`config.mk`:
```
export PLATFORM = sky130hd
export DESIGN_NAME = gtc_timer
export DESIGN_NICKNAME = d
export VERILOG_FILES = /design/src/gtc_pkg.sv /design/src/gtc_timer.sv
export SDC_FILE = /design/constraint.sdc
export NUM_CORES = 1
export LEC_CHECK = 0
export BUFFER_PORTS_ARGS = -buffer_cell sky130_fd_sc_hd__buf_2
export CAP_MARGIN = 20
export CORE_ASPECT_RATIO = 0.7
export CORE_UTILIZATION = 54
export DETAILED_ROUTE_END_ITERATION = 7
export PLACE_DENSITY_LB_ADDON = 0.08
export SYNTH_ARGS = -nofsm -noshare
export SYNTH_HDL_FRONTEND = slang
export SYNTH_SLANG_ARGS = --single-unit
```
`constraint.sdc`:
```
create_clock -name clock -period 3.2 [get_ports clock]
set_clock_uncertainty 0.1 [all_clocks]
set_input_delay 0.64 -clock clock [delete_from_list [all_inputs] [get_ports clock]]
set_output_delay 0.64 -clock clock [all_outputs]
set_load 0.05 [all_outputs]
```
`src/gtc_pkg.sv`:
```
// Shared constants and types for the gated 16-bit timer/counter.
`default_nettype none
package gtc_pkg;
    // ----------------------------------------------------------------
    // Register byte addresses
    // ----------------------------------------------------------------
    localparam logic [7:0] GTC_ADDR_LOW    = 8'h00;
    localparam logic [7:0] GTC_ADDR_HIGH   = 8'h04;
    localparam logic [7:0] GTC_ADDR_CTRL   = 8'h08;
    localparam logic [7:0] GTC_ADDR_STATUS = 8'h0c;
    localparam logic [7:0] GTC_ADDR_PDIR   = 8'h10;
    localparam logic [7:0] GTC_ADDR_PDATA  = 8'h14;
    // ----------------------------------------------------------------
    // Field positions and reset values
    // ----------------------------------------------------------------
    localparam int         GTC_CTRL_ON     = 0;
    localparam int         GTC_CTRL_SRC    = 1;
    localparam int         GTC_CTRL_BYP    = 2;
    localparam int         GTC_CTRL_OSC    = 3;
    localparam int         GTC_CTRL_DIV_LO = 4;
    localparam int         GTC_STAT_ROLL   = 0;
    localparam int         GTC_OSC_PIN_HI  = 5;
    localparam int         GTC_OSC_PIN_LO  = 4;
    localparam logic [7:0] GTC_CTRL_RESET  = 8'h00;
    localparam logic [5:0] GTC_PDIR_RESET  = 6'h3f;
    localparam logic [1:0] GTC_INSTR_LAST  = 2'h3;
    localparam logic [1:0] GTC_HTRANS_NSEQ = 2'h2;
    // ----------------------------------------------------------------
    // Control fields
    // ----------------------------------------------------------------
    typedef struct packed {
        logic       unused7;
        logic       unused6;
        logic [1:0] input_divide_select;
        logic       low_power_osc_enable;
        logic       sync_bypass;
        logic       count_source_select;
        logic       counter_on;
    } gtc_ctrl_t;
endpackage : gtc_pkg
`default_nettype wire

```
`src/gtc_timer.sv`:
```
// Gated 16-bit timer/counter with its AHB-Lite register slave.
//
// Function
// - 16-bit up-counter accessed as two bytes; a byte write loads immediately.
// - Source select 0 picks instruction clock, 1 picks external count input.
// - Internal source advances once per prescaled number of instruction cycles.
// - External counting advances on rising edges of the count input.
// - External mode offers synchronized or asynchronous counting.
// - No rising edge counts until a falling edge has been seen.
// - Prescaler divides the selected clock by 1, 2, 4 or 8.
// - Prescale counter is hidden and cleared by any counter byte write.
// - Oscillator enable starts the low-power oscillator; it runs through sleep.
// - Oscillator usable only with internal or low-power system clock.
// - Oscillator enabled forces pins 5 and 4 to input; directions 1, data 0; forced here only while osc_mode_allows_timer is set.
// - Bypass bit counts the external input without phase alignment.
// - Asynchronous mode keeps counting in sleep; rollover can wake the core.
// - Mode switches may lose or add one increment; both are accepted.
// - Divide select 11 is 8, 10 is 4, 01 is 2, 00 is 1.
// - Rollover from maximum to zero sets a sticky flag cleared by software.
// - Bypass bit is ignored while the internal source is selected.
//
// The address map and register access over AHB-Lite were left to the implementer.
`timescale 1ns/100ps
`default_nettype none
module gtc_timer
    import gtc_pkg::*;
(
    // Clock and reset
    input  wire  logic        clock,
    input  wire  logic        reset_n,
    // AHB-Lite slave
    input  wire  logic        hsel,
    input  wire  logic [7:0]  haddr,
    input  wire  logic [1:0]  htrans,
    input  wire  logic        hwrite,
    input  wire  logic [2:0]  hsize,
    input  wire  logic [31:0] hwdata,
    input  wire  logic        hready,
    output var   logic        hreadyout,
    output var   logic        hresp,
    output var   logic [31:0] hrdata,
    // Count sources and system state
    input  wire  logic        external_count_input,
    input  wire  logic        lp_osc_clock_in,
    input  wire  logic        osc_mode_allows_timer,
    input  wire  logic        sleep_active,
    // Port pins, oscillator run and wake request
    input  wire  logic [5:0]  pin_levels,
    output var   logic [5:0]  pin_direction,
    output var   logic        lp_osc_run,
    output var   logic        wake_request
);
    // ----------------------------------------------------------------
    // State
    // ----------------------------------------------------------------
    gtc_ctrl_t   ctrl_reg;
    logic [15:0] count_reg;
    logic [15:0] count_next;
    logic        rollover_flag_reg;
    logic [5:0]  pdir_reg;
    logic [2:0]  pre_reg;
    logic [2:0]  pre_next;
    logic [1:0]  instr_reg;
    logic [2:0]  ext_sync_reg;
    logic        ext_level_reg;
    logic        armed_reg;
    logic        pre_tgl_reg;
    logic [2:0]  tgl_sync_reg;
    logic [5:0]  pin_s1_reg;
    logic [5:0]  pin_s2_reg;
    logic [5:0]  pin_s3_reg;
    logic [5:0]  pin_view_reg;
    logic        ph_valid_reg;
    logic        ph_write_reg;
    logic [7:0]  ph_addr_reg;
    logic        hreadyout_reg;
    logic        hresp_reg;
    logic [31:0] hrdata_reg;
    logic        run_reg;
    logic        wake_reg;

    // ----------------------------------------------------------------
    // Bus decode
    // ----------------------------------------------------------------
    wire         addr_phase   = hsel & hready & (htrans == GTC_HTRANS_NSEQ);
    wire         wr_now       = ph_valid_reg & ph_write_reg;
    wire         wr_low       = wr_now & (ph_addr_reg == GTC_ADDR_LOW);
    wire         wr_high      = wr_now & (ph_addr_reg == GTC_ADDR_HIGH);
    wire         wr_ctrl      = wr_now & (ph_addr_reg == GTC_ADDR_CTRL);
    wire         wr_status    = wr_now & (ph_addr_reg == GTC_ADDR_STATUS);
    wire         wr_pdir      = wr_now & (ph_addr_reg == GTC_ADDR_PDIR);
    wire         wr_count     = wr_low | wr_high;

    // ----------------------------------------------------------------
    // Source selection and prescaling
    // ----------------------------------------------------------------
    wire         osc_active   = ctrl_reg.low_power_osc_enable & osc_mode_allows_timer;
    wire         ext_raw      = osc_active ? lp_osc_clock_in : external_count_input;
    wire         ext_agree    = ext_sync_reg[1] == ext_sync_reg[2];
    wire         ext_rise     = ext_agree & ext_sync_reg[2] & ~ext_level_reg;
    wire         ext_fall     = ext_agree & ~ext_sync_reg[2] & ext_level_reg;
    wire         ext_mode     = ctrl_reg.count_source_select;
    wire         async_mode   = ext_mode & ctrl_reg.sync_bypass;
    wire         instr_tick   = (instr_reg == GTC_INSTR_LAST) & ~sleep_active;
    wire         ext_tick     = ext_rise & armed_reg;
    wire         src_tick     = ext_mode ? ext_tick : instr_tick;
    wire [2:0]   pre_mask     = 3'((4'h1 << ctrl_reg.input_divide_select) - 4'h1);
    wire         pre_done     = src_tick & ((pre_reg & pre_mask) == pre_mask);
    wire         sync_path    = ext_mode & ~ctrl_reg.sync_bypass;
    wire         tgl_edge     = tgl_sync_reg[1] ^ tgl_sync_reg[2];
    wire         sync_inc     = sync_path & tgl_edge & ~sleep_active;
    wire         direct_inc   = pre_done & ~sync_path;
    wire         count_inc    = ctrl_reg.counter_on & (direct_inc | sync_inc);
    // A byte write in the same cycle overrides the count, so no rollover is flagged.
    wire         roll_event   = count_inc & ~wr_count & (count_reg == 16'hffff);

    // A write to either byte wins over a coinciding increment.
    always_comb
    begin
        count_next = count_reg;
        if (wr_low)
        begin
            count_next = {count_reg[15:8], hwdata[7:0]};
        end
        else if (wr_high)
        begin
            count_next = {hwdata[7:0], count_reg[7:0]};
        end
        else if (count_inc)
        begin
            count_next = count_reg + 16'h0001;
        end
    end

    always_comb
    begin
        pre_next = pre_reg;
        if (wr_count)
        begin
            pre_next = 3'h0;
        end
        else if (pre_done)
        begin
            pre_next = 3'h0;
        end
        else if (src_tick)
        begin
            pre_next = pre_reg + 3'h1;
        end
    end

    // ----------------------------------------------------------------
    // Read view
    // ----------------------------------------------------------------
    // A pin change is taken once the second and third stages agree.
    wire [5:0]   pin_keep     = ~(pin_s2_reg ^ pin_s3_reg);
    wire [5:0]   pin_view_next = (pin_keep & pin_s3_reg) | (~pin_keep & pin_view_reg);
    wire [5:0]   osc_pin_mask = (6'h1 << GTC_OSC_PIN_HI) | (6'h1 << GTC_OSC_PIN_LO);
    wire [5:0]   pdir_view    = osc_active ? (pdir_reg | osc_pin_mask) : pdir_reg;
    wire [5:0]   pdata_view   = osc_active ? (pin_view_reg & ~osc_pin_mask) : pin_view_reg;
    wire [7:0]   stat_view    = {7'h00, rollover_flag_reg};
    wire [7:0]   rd_byte      = (haddr == GTC_ADDR_LOW)    ? count_reg[7:0]  :
                                (haddr == GTC_ADDR_HIGH)   ? count_reg[15:8] :
                                (haddr == GTC_ADDR_CTRL)   ? ctrl_reg        :
                                (haddr == GTC_ADDR_STATUS) ? stat_view       :
                                (haddr == GTC_ADDR_PDIR)   ? {2'h0, pdir_view} :
                                (haddr == GTC_ADDR_PDATA)  ? {2'h0, pdata_view} :
                                8'h00;

    // ----------------------------------------------------------------
    // Bus slave
    // ----------------------------------------------------------------
    always_ff @(posedge clock or negedge reset_n)
    begin
        if (!reset_n)
        begin
            ph_valid_reg  <= 1'b0;
            ph_write_reg  <= 1'b0;
            ph_addr_reg   <= 8'h00;
            hrdata_reg    <= 32'h0000_0000;
            hreadyout_reg <= 1'b0;
            hresp_reg     <= 1'b0;
        end
        else
        begin
            ph_valid_reg  <= addr_phase;
            ph_write_reg  <= hwrite;
            ph_addr_reg   <= haddr;
            hreadyout_reg <= 1'b1;
            hresp_reg     <= 1'b0;
            if (addr_phase & ~hwrite)
            begin
                hrdata_reg <= {24'h00_0000, rd_byte};
            end
        end
    end

    // ----------------------------------------------------------------
    // Control registers
    // ----------------------------------------------------------------
    always_ff @(posedge clock or negedge reset_n)
    begin
        if (!reset_n)
        begin
            ctrl_reg          <= GTC_CTRL_RESET;
            pdir_reg          <= GTC_PDIR_RESET;
            rollover_flag_reg <= 1'b0;
        end
        else
        begin
            if (wr_ctrl)
            begin
                ctrl_reg <= {2'h0, hwdata[5:0]};
            end
            if (wr_pdir)
            begin
                pdir_reg <= hwdata[5:0];
            end
            if (roll_event)
            begin
                rollover_flag_reg <= 1'b1;
            end
            else if (wr_status & hwdata[GTC_STAT_ROLL])
            begin
                rollover_flag_reg <= 1'b0;
            end
        end
    end

    // ----------------------------------------------------------------
    // Counter and prescaler
    // ----------------------------------------------------------------
    always_ff @(posedge clock or negedge reset_n)
    begin
        if (!reset_n)
        begin
            count_reg <= 16'h0000;
            pre_reg   <= 3'h0;
            instr_reg <= 2'h0;
        end
        else
        begin
            count_reg <= count_next;
            pre_reg   <= pre_next;
            instr_reg <= instr_reg + 2'h1;
        end
    end

    // ----------------------------------------------------------------
    // External input synchronizer and edge arming
    // ----------------------------------------------------------------
    always_ff @(posedge clock or negedge reset_n)
    begin
        if (!reset_n)
        begin
            ext_sync_reg  <= 3'h0;
            ext_level_reg <= 1'b0;
            armed_reg     <= 1'b0;
        end
        else
        begin
            ext_sync_reg <= {ext_sync_reg[1:0], ext_raw};
            if (ext_agree)
            begin
                ext_level_reg <= ext_sync_reg[2];
            end
            if (!ext_mode)
            begin
                armed_reg <= 1'b0;
            end
            else if (ext_fall)
            begin
                armed_reg <= 1'b1;
            end
        end
    end

    // ----------------------------------------------------------------
    // Synchronized count path
    // ----------------------------------------------------------------
    always_ff @(posedge clock or negedge reset_n)
    begin
        if (!reset_n)
        begin
            pre_tgl_reg  <= 1'b0;
            tgl_sync_reg <= 3'h0;
        end
        else
        begin
            if (pre_done & sync_path)
            begin
                pre_tgl_reg <= ~pre_tgl_reg;
            end
            // Mode switches can drop or add one count here, which is accepted.
            tgl_sync_reg <= {tgl_sync_reg[1:0], pre_tgl_reg};
        end
    end

    // ----------------------------------------------------------------
    // Pin synchronizer
    // ----------------------------------------------------------------
    always_ff @(posedge clock or negedge reset_n)
    begin
        if (!reset_n)
        begin
            pin_s1_reg   <= 6'h00;
            pin_s2_reg   <= 6'h00;
            pin_s3_reg   <= 6'h00;
            pin_view_reg <= 6'h00;
        end
        else
        begin
            pin_s1_reg   <= pin_levels;
            pin_s2_reg   <= pin_s1_reg;
            pin_s3_reg   <= pin_s2_reg;
            pin_view_reg <= pin_view_next;
        end
    end

    // ----------------------------------------------------------------
    // Registered outputs
    // ----------------------------------------------------------------
    always_ff @(posedge clock or negedge reset_n)
    begin
        if (!reset_n)
        begin
            pin_direction <= GTC_PDIR_RESET;
            run_reg       <= 1'b0;
            wake_reg      <= 1'b0;
        end
        else
        begin
            pin_direction <= pdir_view;
            run_reg       <= osc_active;
            wake_reg      <= roll_event & sleep_active & async_mode;
        end
    end

    assign hreadyout    = hreadyout_reg;
    assign hresp        = hresp_reg;
    assign hrdata       = hrdata_reg;
    assign lp_osc_run   = run_reg;
    assign wake_request = wake_reg;
endmodule : gtc_timer
`default_nettype wire

```
== After elaboration in Yosys (flattened, before gate mapping) ==
Index checks and enable logic that the tools add are counted.

* Add/sub/neg operators: 4
* Equality and inequality tests: 16
* Shift operators: 1
* Mux-type cells: 20
* Bitwise gates (word level): 48
* Reductions and logical operators: 8

{| class="wikitable"
|+ Operators with widths
! cell !! number
|-
| two-way mux 6 bit || 6
|-
| == test 8 x 4 -> 1 bit, second input constant || 4
|-
| two-way mux 16 bit || 2
|-
| AND 1 bit || 29
|-
| == test 8 x 5 -> 1 bit, second input constant || 3
|-
| two-way mux 8 bit || 3
|-
| adder 16 x 1 -> 16 bit, second input constant || 1
|-
| == test 16 bit, second input constant || 1
|-
| == test 8 x 3 -> 1 bit, second input constant || 2
|-
| logical NOT 8 bit || 2
|-
| AND 6 bit || 2
|-
| NOT 6 bit || 2
|-
| two-way mux 3 bit || 3
|-
| NOT 1 bit || 9
|-
| two-way mux 1 bit || 6
|-
| bitwise OR 6 bit || 1
|-
| nonzero test 2 bit || 3
|-
| bitwise XOR 6 bit || 1
|-
| == test 2 bit, second input constant || 2
|-
| AND reduction 2 bit || 2
|-
| adder 3 x 1 -> 3 bit, second input constant || 1
|-
| AND 3 bit || 1
|-
| == test 3 bit || 1
|-
| nonzero test 3 bit || 1
|-
| other kinds (8) || 9
|}

* Register bits after elaboration: 94
* Bits of input ports: 60
* Output and inout bits: 42
* Logic and storage cells: 125

== Depth between registers and ports, before layout ==
Gate-level depths: netlist of the first run.

* Depth in word-level cells: 13
* Mapped depth: 8
* Gate-level depth less buffers: 6

== Worst setup path before layout of the first run ==
Ideal clock, no wire load.

* Kind: input port to flip-flop
* From: in sleep_active
* To: reg count_reg[15]
* Library setup time: 0.121 ns
* Arrival: 2.211 ns
* Setup slack: 0.768 ns
* Stages: 5
* Buffers on the path: 0
* Cells stage by stage: or3b_2 > a211oi_1 > a31oi_1 > a211o_1 > a22o_1

* Longest elaborated chain between the ends: 9
* Elaborated cells on any way between the ends: 10
* Those cells by class: 1 x mux; 7 x bitwise; 2 x reduce/logical

{| class="wikitable"
|+ Ends and longest elaborated chain
! element !! RTL line !! RTL
|-
| start, declared || gtc_timer.sv:46 || <nowiki>input wire logic sleep_active,</nowiki>
|-
| NOT 1 bit (*) || gtc_timer.sv:104, gtc_timer.sv:111 ||
|-
| AND 1 bit || gtc_timer.sv:104 || <nowiki>wire instr_tick = (instr_reg == GTC_INSTR_LAST) & ~sleep_active;</nowiki>
|-
| two-way mux 1 bit || gtc_timer.sv:106 || <nowiki>wire src_tick = ext_mode ? ext_tick : instr_tick;</nowiki>
|-
| AND 1 bit || gtc_timer.sv:108 || <nowiki>wire pre_done = src_tick & ((pre_reg & pre_mask) == pre_mask);</nowiki>
|-
| AND 1 bit || gtc_timer.sv:112 || <nowiki>wire direct_inc = pre_done & ~sync_path;</nowiki>
|-
| bitwise OR 1 bit (*) || gtc_timer.sv:113 || <nowiki>wire count_inc = ctrl_reg.counter_on & (direct_inc | sync_inc);</nowiki>
|-
| AND 1 bit (*) || gtc_timer.sv:113 ||
|-
| nonzero test 2 bit (no line) (*) || - ||
|-
| AND reduction 2 bit (no line) (*) || - ||
|-
| end signal, assigned || gtc_timer.sv:243 || <nowiki>count_reg <= count_next;</nowiki>
|-
| end, declared || gtc_timer.sv:57 || <nowiki>logic [15:0] count_reg;</nowiki>
|}

Mark *: on every way between the ends. The rest lies on a longest branch, timed or not.
A chain may end at the register's enable or synchronous reset.

== Worst setup path in the final report of the first run ==
* From: reg ph_addr_reg[3]
* To: reg count_reg[4]

* Longest elaborated chain between the ends: 4
* Elaborated cells on any way between the ends: 8
* Those cells by class: 2 x eq/ne; 1 x mux; 2 x bitwise; 3 x reduce/logical

{| class="wikitable"
|+ Ends and longest elaborated chain
! element !! RTL line !! RTL
|-
| start, declared || gtc_timer.sv:75 || <nowiki>logic [7:0] ph_addr_reg;</nowiki>
|-
| start signal, assigned || gtc_timer.sv:188 || <nowiki>ph_addr_reg <= haddr;</nowiki>
|-
| == test 8 x 3 -> 1 bit or logical NOT 8 bit (tied branches) || gtc_timer.sv:88, gtc_timer.sv:87 ||
|-
| AND 1 bit, on equally long branches || gtc_timer.sv:88, gtc_timer.sv:87 ||
|-
| != test 2 bit (no line) or nonzero test 2 bit (tied branches) || - ||
|-
| AND reduction 2 bit (no line) || - ||
|}

Several ways; a longest one is shown, not always the timed one.

==> results.toml, run 1 <==
[run_status]
status = "finished, final reports clean"

[clocking]
h-tree-depth = 3
cts.sinks = 94
clk_path_buf_depth = 2
cts_setup_buffers = 0
postCtsHoldBufs = 0
postCtsResizedCells = 0
cts_root_buffer = "clkbuf_16"
cts_buffers = 9
clock_latency_ps = 340
tritoncts = "built"
path_clk_slew_ps = 60

[routing]
vias = 3105
drt_iter0_markers = 307
wl_met1_um = 4632
drc = 0
viasPerCell = 5.718
routed_wl_um = 9491
first_pass_iters = 5
wl_met2_um = 4063
ant_nets = 0
top_layer_used = "met4"
post_drt_wl_per_cell_um = 17.48
met3_wirelength_um = 669

[placement]
placed_area_um2 = 4566
dp_cells = 527
gp_congestion = 0.9321
hpwlAfterDp_um = 6881
io_buffer_count = 49

[setup_path]
slowest_stage = "or4b_4"
cpPeakStageDelay_ps = 710
required_ps = 3310
crit_chain = "or4_1, or4b_4, o2111ai_2, buf_4, mux2i_1, nand3_1"
cp_num_buf_inv = 1
cp.arrival_ps = 2890
crit_fanout = 20
critPathLaunchType = "flip-flop"
path_class = "flip-flop to flip-flop"
end_kind = "flip-flop"
cpLargestDelayFamily = "simple AND/OR/NAND/NOR gates"

[grt]
overflow = 0
grt_pass1_wl_um = 15260
antenna_found_initial = 0
grt_pass1_vias = 2908
grt_max_degree = 39
grt_usage = 0.2482

[power_and_ir_drop]
peakVddDrop_mv = 0.5237
power_density_nw_per_um2 = 582.2
leakage_nw = 2.184
p_total_mw = 2.843

[cells_and_area]
fillers = 605
areaGrowthSynthToFinish_pct = 13.20
fin_nets = 505
utilization = 0.6499
register_area_um2 = 2367
antenna_cells = 0
multi_input_area_um2 = 1715
largest_reg_flops = 16
fin_area_um2 = 4883
fin_cells = 543
layout-drive-gt1-share = 0.2382

[timing]
worst_slew_pin_slew_ps = 887.0
finalCritPeriodShare = 0.8670
tns_ps = 0
slew_headroom = 0.4059
finalHoldViolCount = 0
fmax_mhz = 360.4
slew_violations = 0
rsz0062_at_grt = "false"
setup_viol = 0
fin_crit_ps = 2774

[hold_path]
hold_path_class = "input pin to asynchronous set/reset pin"

[yosys]
synth-async-reset-ratio = 1.000
syn_inst = 389
ys_seq_area_frac = 0.5487
synth_edf_count = 0
synth-main-ff-cell = "dfrtp_1"
synthTopCellsByArea = "dfrtp_1 48%, dfstp_2 7.3%, buf_4 4.4%"
avgSynthCellArea_um2 = 11.09
yosys.area.top_type_share = 0.4756
yosysWarnings = 0
ys_seq_elements = 94
synth_cell_type_count = 51
syn_area_um2 = 4314
synth_top_cell_by_area = "dfrtp_1"

[floorplan]
initial_core_util = 0.5741
die-area_um2 = 8356
pin_count = 102
rows = 26
die_y_um = 76.78
core_area_um2 = 7515
die_x_um = 108.8

[flow_run]
cap_violations = 0
==> power by group <==
| group | internal (mW) | switching, mW | total [mW] |
|---|---|---|---|
| Clock | 0.689 | 0.452 | 1.14 |
| Combinational | 0.110 | 0.223 | 0.333 |
| Sequential | 1.27 | 0.0958 | 1.37 |
| Total | 2.07 | 0.772 | 2.84 |
==> worst paths after layout <==
path	start	slack, ps	cells past startpoint	to
min in group clock	pin_s1_reg[1]	250	0	pin_s2_reg[1]
worst min-delay path	reset_n	130	1	hrdata[7]
worst min register to register	pin_s1_reg[1]	250	0	pin_s2_reg[1]
worst max-delay path	ph_addr_reg[3]	430	6	count_reg[4]
worst max register to register	ph_addr_reg[3]	430	6	count_reg[4]
max in group asynchronous	reset_n	2040	2	pin_direction[1]
==> cell families (layout without fill, tap and decap cells) <==
group	count (synthesis)	after routing	synth area share
simple gates	119	119	0.1491
buf+inv	54	86	0.07454
compound gates	84	84	0.1282
fa+ha+maj	11	11	0.02842
xor+xnor	3	3	0.006092
flops	94	94	0.5487
other cells	2	26	0.001741
mux	22	22	0.06322
==> per-stage QoR <==
step	hold slack, ps	setup WS [ps]
finish	129.5	425.5
CTS	146.3	449.9
floorplan	231.2	768.0
global placement	231.6	477.8
detailed placement	236.3	419.7
global route	157.5	324.6
==> worst reg2reg max path, delay by kind of cell, from the launching register on <==
family          cells  cell delay [ps]
mux                 1              200
simple gates        3             1460
flops               1              370
compound gates      1              270
buf+inv             1              240
==> cells in the final DEF, fill, tap and decap left out, types with 6 or more instances in the layout <==
master      n
nand2_1    34
o21ai_0    20
buf_4      10
conb_1     26
dfstp_2    12
dfrtp_1    82
nand3_1    15
o31ai_1    11
nor3_1     10
a21oi_1    17
inv_1      12
nor2_1     11
clkbuf_16   9
mux2_2     12
mux2i_1     7
maj3_1      6
buf_2      48
nor2b_1     6
a31oi_1    10
nand2b_1    7
==> metal layers <==
metal,vias to the layer above,global-route usage
met3,11,0.06803
li1,1464,-
met1,1515,0.3682
met5,-,0
met2,115,0.3506
met4,0,0.08243
==> synth_stat cells, types with 2 or more instances <==
| cell type | count |
|---|---|
| and3_1 | 4 |
| nand3_1 | 15 |
| a22o_1 | 3 |
| inv_1 | 12 |
| nor3_1 | 10 |
| a31oi_1 | 10 |
| and2_1 | 3 |
| o22a_1 | 2 |
| a211oi_1 | 4 |
| dfrtp_1 | 82 |
| nor4_1 | 5 |
| conb_1 | 2 |
| o31ai_1 | 11 |
| a2bb2oi_1 | 5 |
| or3_1 | 4 |
| xnor2_1 | 2 |
| nand4_1 | 5 |
| mux4_2 | 3 |
| buf_2 | 2 |
| buf_6 | 3 |
| mux2i_1 | 7 |
| ha_1 | 5 |
| buf_4 | 25 |
| or4_1 | 5 |
| maj3_1 | 6 |
| dfstp_2 | 12 |
| o21ai_0 | 20 |
| o211ai_1 | 2 |
| clkbuf_1 | 10 |
| and4_1 | 2 |
| nor2_1 | 11 |
| a21oi_1 | 17 |
| o22ai_1 | 4 |
| nand2_1 | 34 |
| nand4b_1 | 3 |
| nand2b_1 | 7 |
| nor2b_1 | 6 |
| mux2_2 | 12 |
| buf_1 | 2 |
==> cell type report <==
cell class / count / share of cell area
clock buffers: 11 / 0.04766
clock inverters: 5 / 0.01742
inverters: 12 / 0.009224
multi-input cells: 265 / 0.3513
flip-flops and latches: 94 / 0.4848
well taps: 98 / 0.02511
repair buffers: 58 / 0.06457
Power figures use the tool's default switching activity.
==> run 2: changes to the inputs <==
--- a/config.mk
+++ b/config.mk
@@ -7,7 +7,7 @@
 export LEC_CHECK = 0
 export BUFFER_PORTS_ARGS = -buffer_cell sky130_fd_sc_hd__buf_2
 export CAP_MARGIN = 20
-export CORE_ASPECT_RATIO = 0.7
+export CORE_ASPECT_RATIO = 1.25
 export CORE_UTILIZATION = 54
 export DETAILED_ROUTE_END_ITERATION = 7
 export PLACE_DENSITY_LB_ADDON = 0.08
==> results.toml, run 2 (synthesis gave the netlist of run 1 again) <==
[setup_path]
cp.arrival_ps = 2740
end_kind = "flip-flop"
critPathLaunchType = "flip-flop"
crit_fanout = 7
path_class = "flip-flop to flip-flop"
required_ps = 3360

[floorplan]
die-area_um2 = 8353
core_area_um2 = 7747
pin_count = 102
initial_core_util = 0.5568
die_x_um = 81.95
die_y_um = 101.9
rows = 36

[clocking]
postCtsHoldBufs = 0
path_clk_slew_ps = 90
cts_buffers = 9
clk_path_buf_depth = 2
clock_latency_ps = 370
h-tree-depth = 3
cts.sinks = 94
cts_root_buffer = "clkbuf_8"
cts_setup_buffers = 0
tritoncts = "built"
postCtsResizedCells = 0

[run_status]
violations = "DRC"
status = "complete, but fails checks"

[routing]
vias = 3097
viasPerCell = 5.714
met3_wirelength_um = 403
wl_met1_um = 3883
first_pass_iters = 6
wl_met2_um = 4683
ant_nets = 0
post_drt_wl_per_cell_um = 17.45
drc = 4
drt_iter0_markers = 154
routed_wl_um = 9459
top_layer_used = "met4"

[timing]
fmax_mhz = 387.8
fin_crit_ps = 2579
rsz0062_at_grt = "false"
tns_ps = 0
slew_violations = 0
worst_slew_pin_slew_ps = 967.1
finalCritPeriodShare = 0.8059
finalHoldViolCount = 0
slew_headroom = 0.3523
setup_viol = 0

[cells_and_area]
areaGrowthSynthToFinish_pct = 10.64
fin_nets = 506
final_common_cell = "dfrtp_1"
layout_common_cells = "82 x dfrtp_1, 48 x buf_2, 34 x nand2_1"
largest_reg_flops = 16
fillers = 654
layout-drive-gt1-share = 0.2422

[power_and_ir_drop]
p_total_mw = 2.457
leakage_nw = 2.140
power_density_nw_per_um2 = 514.8
peakVddDrop_mv = 0.4243

[placement]
io_buffer_count = 49
hpwlAfterDp_um = 6787
gp_congestion = 0.9099

[grt]
antenna_found_initial = 1
overflow = 0
grt_usage = 0.2503
grt_pass1_vias = 2993
grt_max_degree = 54
grt_pass1_wl_um = 14850

[hold_path]
hold_path_class = "input pin to asynchronous set/reset pin"

[flow_run]
cap_violations = 0
run 2: cell types whose count changed in the layout (fill, tap and decap cells not counted):
cell	before	now
clkbuf_16	9	0
clkbuf_8	0	9
clkinv_2	0	3
buf_12	0	1
bufinv_16	2	1
clkbuf_1	2	1
clkinv_4	1	0
diode_2	0	1
run 2: worst paths after layout:
kind / from / end / slack (ps) / depth (start not counted)
worst max register to register: instr_reg[0] / count_reg[15] / 620 / 6
max in group asynchronous: reset_n / pdir_reg[3] / 2150 / 2
worst min-delay path: reset_n / tgl_sync_reg[2] / 140 / 1
min in group clock: pin_s1_reg[0] / pin_s2_reg[0] / 250 / 0
worst max-delay path: instr_reg[0] / count_reg[15] / 620 / 6
worst min register to register: pin_s1_reg[0] / pin_s2_reg[0] / 250 / 0
run 2: cell type report:
type | count | area (µm²) | area share
diodes | 1 | 2.502 | 0.0005242
clock buffers | 10 | 127.6 | 0.02674
clock inverters | 6 | 61.31 | 0.01284
inverters | 12 | 45.04 | 0.009436
multi-input cells | 265 | 1715 | 0.3594
flip-flops and latches | 94 | 2367 | 0.4959
well taps | 95 | 118.9 | 0.02490
repair buffers | 59 | 335.3 | 0.07025
run 2: where the power goes:
group | internal, mW | switching [mW]
sequential | 1.27 | 0.0840
combinational | 0.111 | 0.223
clock | 0.360 | 0.408
run 2: through the flow:
step           worst slack, ps  utilization  hold slack (ps)  cell area (µm²)  std cells
3_5_place_dp             433.4       0.5914            234.7             4582        525
6_report                 621.1       0.6161            140.1             4773        542
4_1_cts                  649.8       0.6158            152.4             4771        541
5_1_grt                  499.3       0.6158            176.3             4771        541
3_3_place_gp             458.4       0.5914            232.3             4582        525
2_1_floorplan            768.0            -            231.2             4404        413
run 2: worst max-delay path: stages (launching register included):
cell and delay [ps]:
dfrtp_1 370, ha_1 160, or3b_2 500, a211oi_1 340, a31oi_1 390, a211o_1 400
a22o_1 220
run 2: metal layers:
layer	up-vias	global-route usage
li1	1460	-
met1	1496	0.3075
met2	105	0.3859
met3	36	0.05536
met4	0	0.1808
met5	-	0
==> run 3: changes to the inputs <==
--- a/config.mk
+++ b/config.mk
@@ -5,6 +5,7 @@
 export SDC_FILE = /design/constraint.sdc
 export NUM_CORES = 1
 export LEC_CHECK = 0
+export ABC_AREA = 1
 export BUFFER_PORTS_ARGS = -buffer_cell sky130_fd_sc_hd__buf_2
 export CAP_MARGIN = 20
 export CORE_ASPECT_RATIO = 1.25
==> constraint.sdc (replaced) <==
create_clock -name clock -period 2.4 [get_ports clock]
set_clock_uncertainty 0.1 [all_clocks]
set_input_delay 0.48 -clock clock [delete_from_list [all_inputs] [get_ports clock]]
set_output_delay 0.48 -clock clock [all_outputs]
set_load 0.05 [all_outputs]
==> results.toml, run 3 <==
[setup_path]
critPathLaunchType = "flip-flop"
slowest_stage = "dfstp_2"
r2r_setup_slack_ps = 740
cp.arrival_ps = 1140
path_class = "flip-flop to output port"
crit_fanout = 1
r2r-end = "pdir_reg[0]"
required_ps = 1820
cpPeakStageDelay_ps = 530
end_kind = "output port"
crit_chain = "buf_2"
cp_num_buf_inv = 1
r2r_start = "ph_addr_reg[1]"
cpLargestDelayFamily = "flip-flops"
r2r_cells = 5

[floorplan]
rows = 37
core_area_um2 = 8240
initial_core_util = 0.5554
pin_count = 102
die_x_um = 84.35
die_y_um = 104.9
die-area_um2 = 8850

[timing]
setup_viol = 0
slew_violations = 0
worst_slew_pin_slew_ps = 504.6
finalCritPeriodShare = 0.7161
finalHoldViolCount = 0
tns_ps = 0
fin_crit_ps = 1719
holdWs_ps = 45.43
slew_headroom = 0.6625
rsz0062_at_grt = "false"
fmax_mhz = 581.9

[routing]
vias = 3478
ant_nets = 0
drc = 9
drt_iter0_markers = 230
first_pass_iters = 6
routed_wl_um = 9612
post_drt_wl_per_cell_um = 14.14
viasPerCell = 5.115

[cells_and_area]
antenna_cells = 0
layout_common_cells = "147 x nand2_1, 82 x dfrtp_1, 55 x nand3_1"
areaGrowthSynthToFinish_pct = 10.22
final_common_cell = "nand2_1"
fillers = 755
largest_reg_flops = 16
layout-drive-gt1-share = 0.2007
fin_nets = 643

[yosys]
synth_common_cells = "147 x nand2_1, 82 x dfrtp_1, 55 x nand3_1"
syn_area_um2 = 4577
yosys.area_share.adder = 0.02679
synth_top_family_by_area = "simple AND/OR/NAND/NOR gates"
synth-async-reset-ratio = 1.000
syn_inst = 524
synth-compound-area-share = 0.06124
synthMostInstantiatedCell = "nand2_1"
synthMuxAreaShare = 0
yosys.area.top_type_share = 0.4483
synth_edf_count = 0
synth_xor_area_frac = 0.01531
synth_cell_type_count = 39
ys_seq_elements = 94
ys_seq_area_frac = 0.5172
avgSynthCellArea_um2 = 8.735
synthTopCellsByArea = "dfrtp_1 45%, nand2_1 12%, dfstp_2 6.9%"
synth-main-ff-cell = "dfrtp_1"
synth_top_cell_by_area = "dfrtp_1"
yosysWarnings = 0
yosys.area_share.simple = 0.2868

[power_and_ir_drop]
peakVddDrop_mv = 0.6540
leakage_nw = 2.570
power_density_nw_per_um2 = 745.2

[flow_run]
cap_violations = 0

[clocking]
clock_latency_ps = 360
postCtsHoldBufs = 0
cts_buffers = 9
postCtsResizedCells = 0
h-tree-depth = 3
cts_root_buffer = "clkbuf_8"
clk_path_buf_depth = 2
cts.sinks = 94
tritoncts = "built"
path_clk_slew_ps = 90
cts_setup_buffers = 0

[placement]
hpwlAfterDp_um = 7145
io_buffer_count = 49
gp_congestion = 0.9006

[grt]
antenna_found_initial = 0
grt_max_degree = 95
grt_usage = 0.2403
grt_pass1_vias = 3399
overflow = 0
grt_pass1_wl_um = 16440

[run_status]
violations = "DRC"
status = "complete, but fails checks"

[hold_path]
hold_path_class = "input pin to asynchronous set/reset pin"
run 3: where the power goes:
group	internal, mW	switching (mW)	total [mW]
logic	0.277	0.547	0.824
clock network	0.543	0.554	1.10
registers	1.71	0.131	1.84
run 3: how the worst max path moves through the flow:
stage | from | to | slack [ps] | cells after the start
final | pin_direction[4] | pin_direction[4] | 680 | 1
after global routing | ph_addr_reg[1] | pdir_reg[4] | 480 | 5
after CTS | pin_direction[0] | pin_direction[0] | 670 | 1
after detailed placement | haddr[5] | hrdata[5] | 510 | 9
after global placement | haddr[5] | hrdata[5] | 540 | 9
after floorplan | haddr[5] | hrdata[5] | 920 | 9
run 3: cell type report:
type	count	area (µm²)	area share
Timing Repair Buffer	52	282.8	0.05605
Sequential cell	94	2367	0.4692
Tap cell	97	121.4	0.02406
Clock buffer	12	155.1	0.03075
Multi-Input combinational cell	374	1883	0.3733
Inverter	47	181.4	0.03596
Clock inverter	4	53.80	0.01066
run 3: logic make-up after synthesis:
group,count (synthesis)
other,2
AO/OA/AOI/OAI,51
flip-flops,94
buffers and inverters,80
adder cells (fa/ha/maj),11
XOR/XNOR,8
AND/OR/NAND/NOR,278
run 3: worst reg2reg max path, stage by stage (launching register included):
cell and delay, ps:
dfrtp_1 380, nor2_1 140, nand2_1 100, nor2_2 140, nand4_1 420, o21ai_1 290
run 3: through the flow:
stage	instances	instance area, µm²	util	total power, mW	worst slack [ps]
after floorplan	548	4667	-	2.507	915.8
final	680	5045	0.6122	3.760	681.3
after global placement	664	4836	0.5869	2.671	537.4
after detailed placement	664	4836	0.5869	2.694	510.2
after global routing	680	5045	0.6122	3.952	479.9
after CTS	680	5045	0.6122	3.790	665.8
run 3: layer usage:
metal  vias up  share of wire  global-route usage
met5         -              0                   0
met4         0          0.016             0.08717
met3        14          0.040             0.04107
met2        69           0.50              0.3975
met1      1653           0.45              0.3200
li1       1742              -                   -
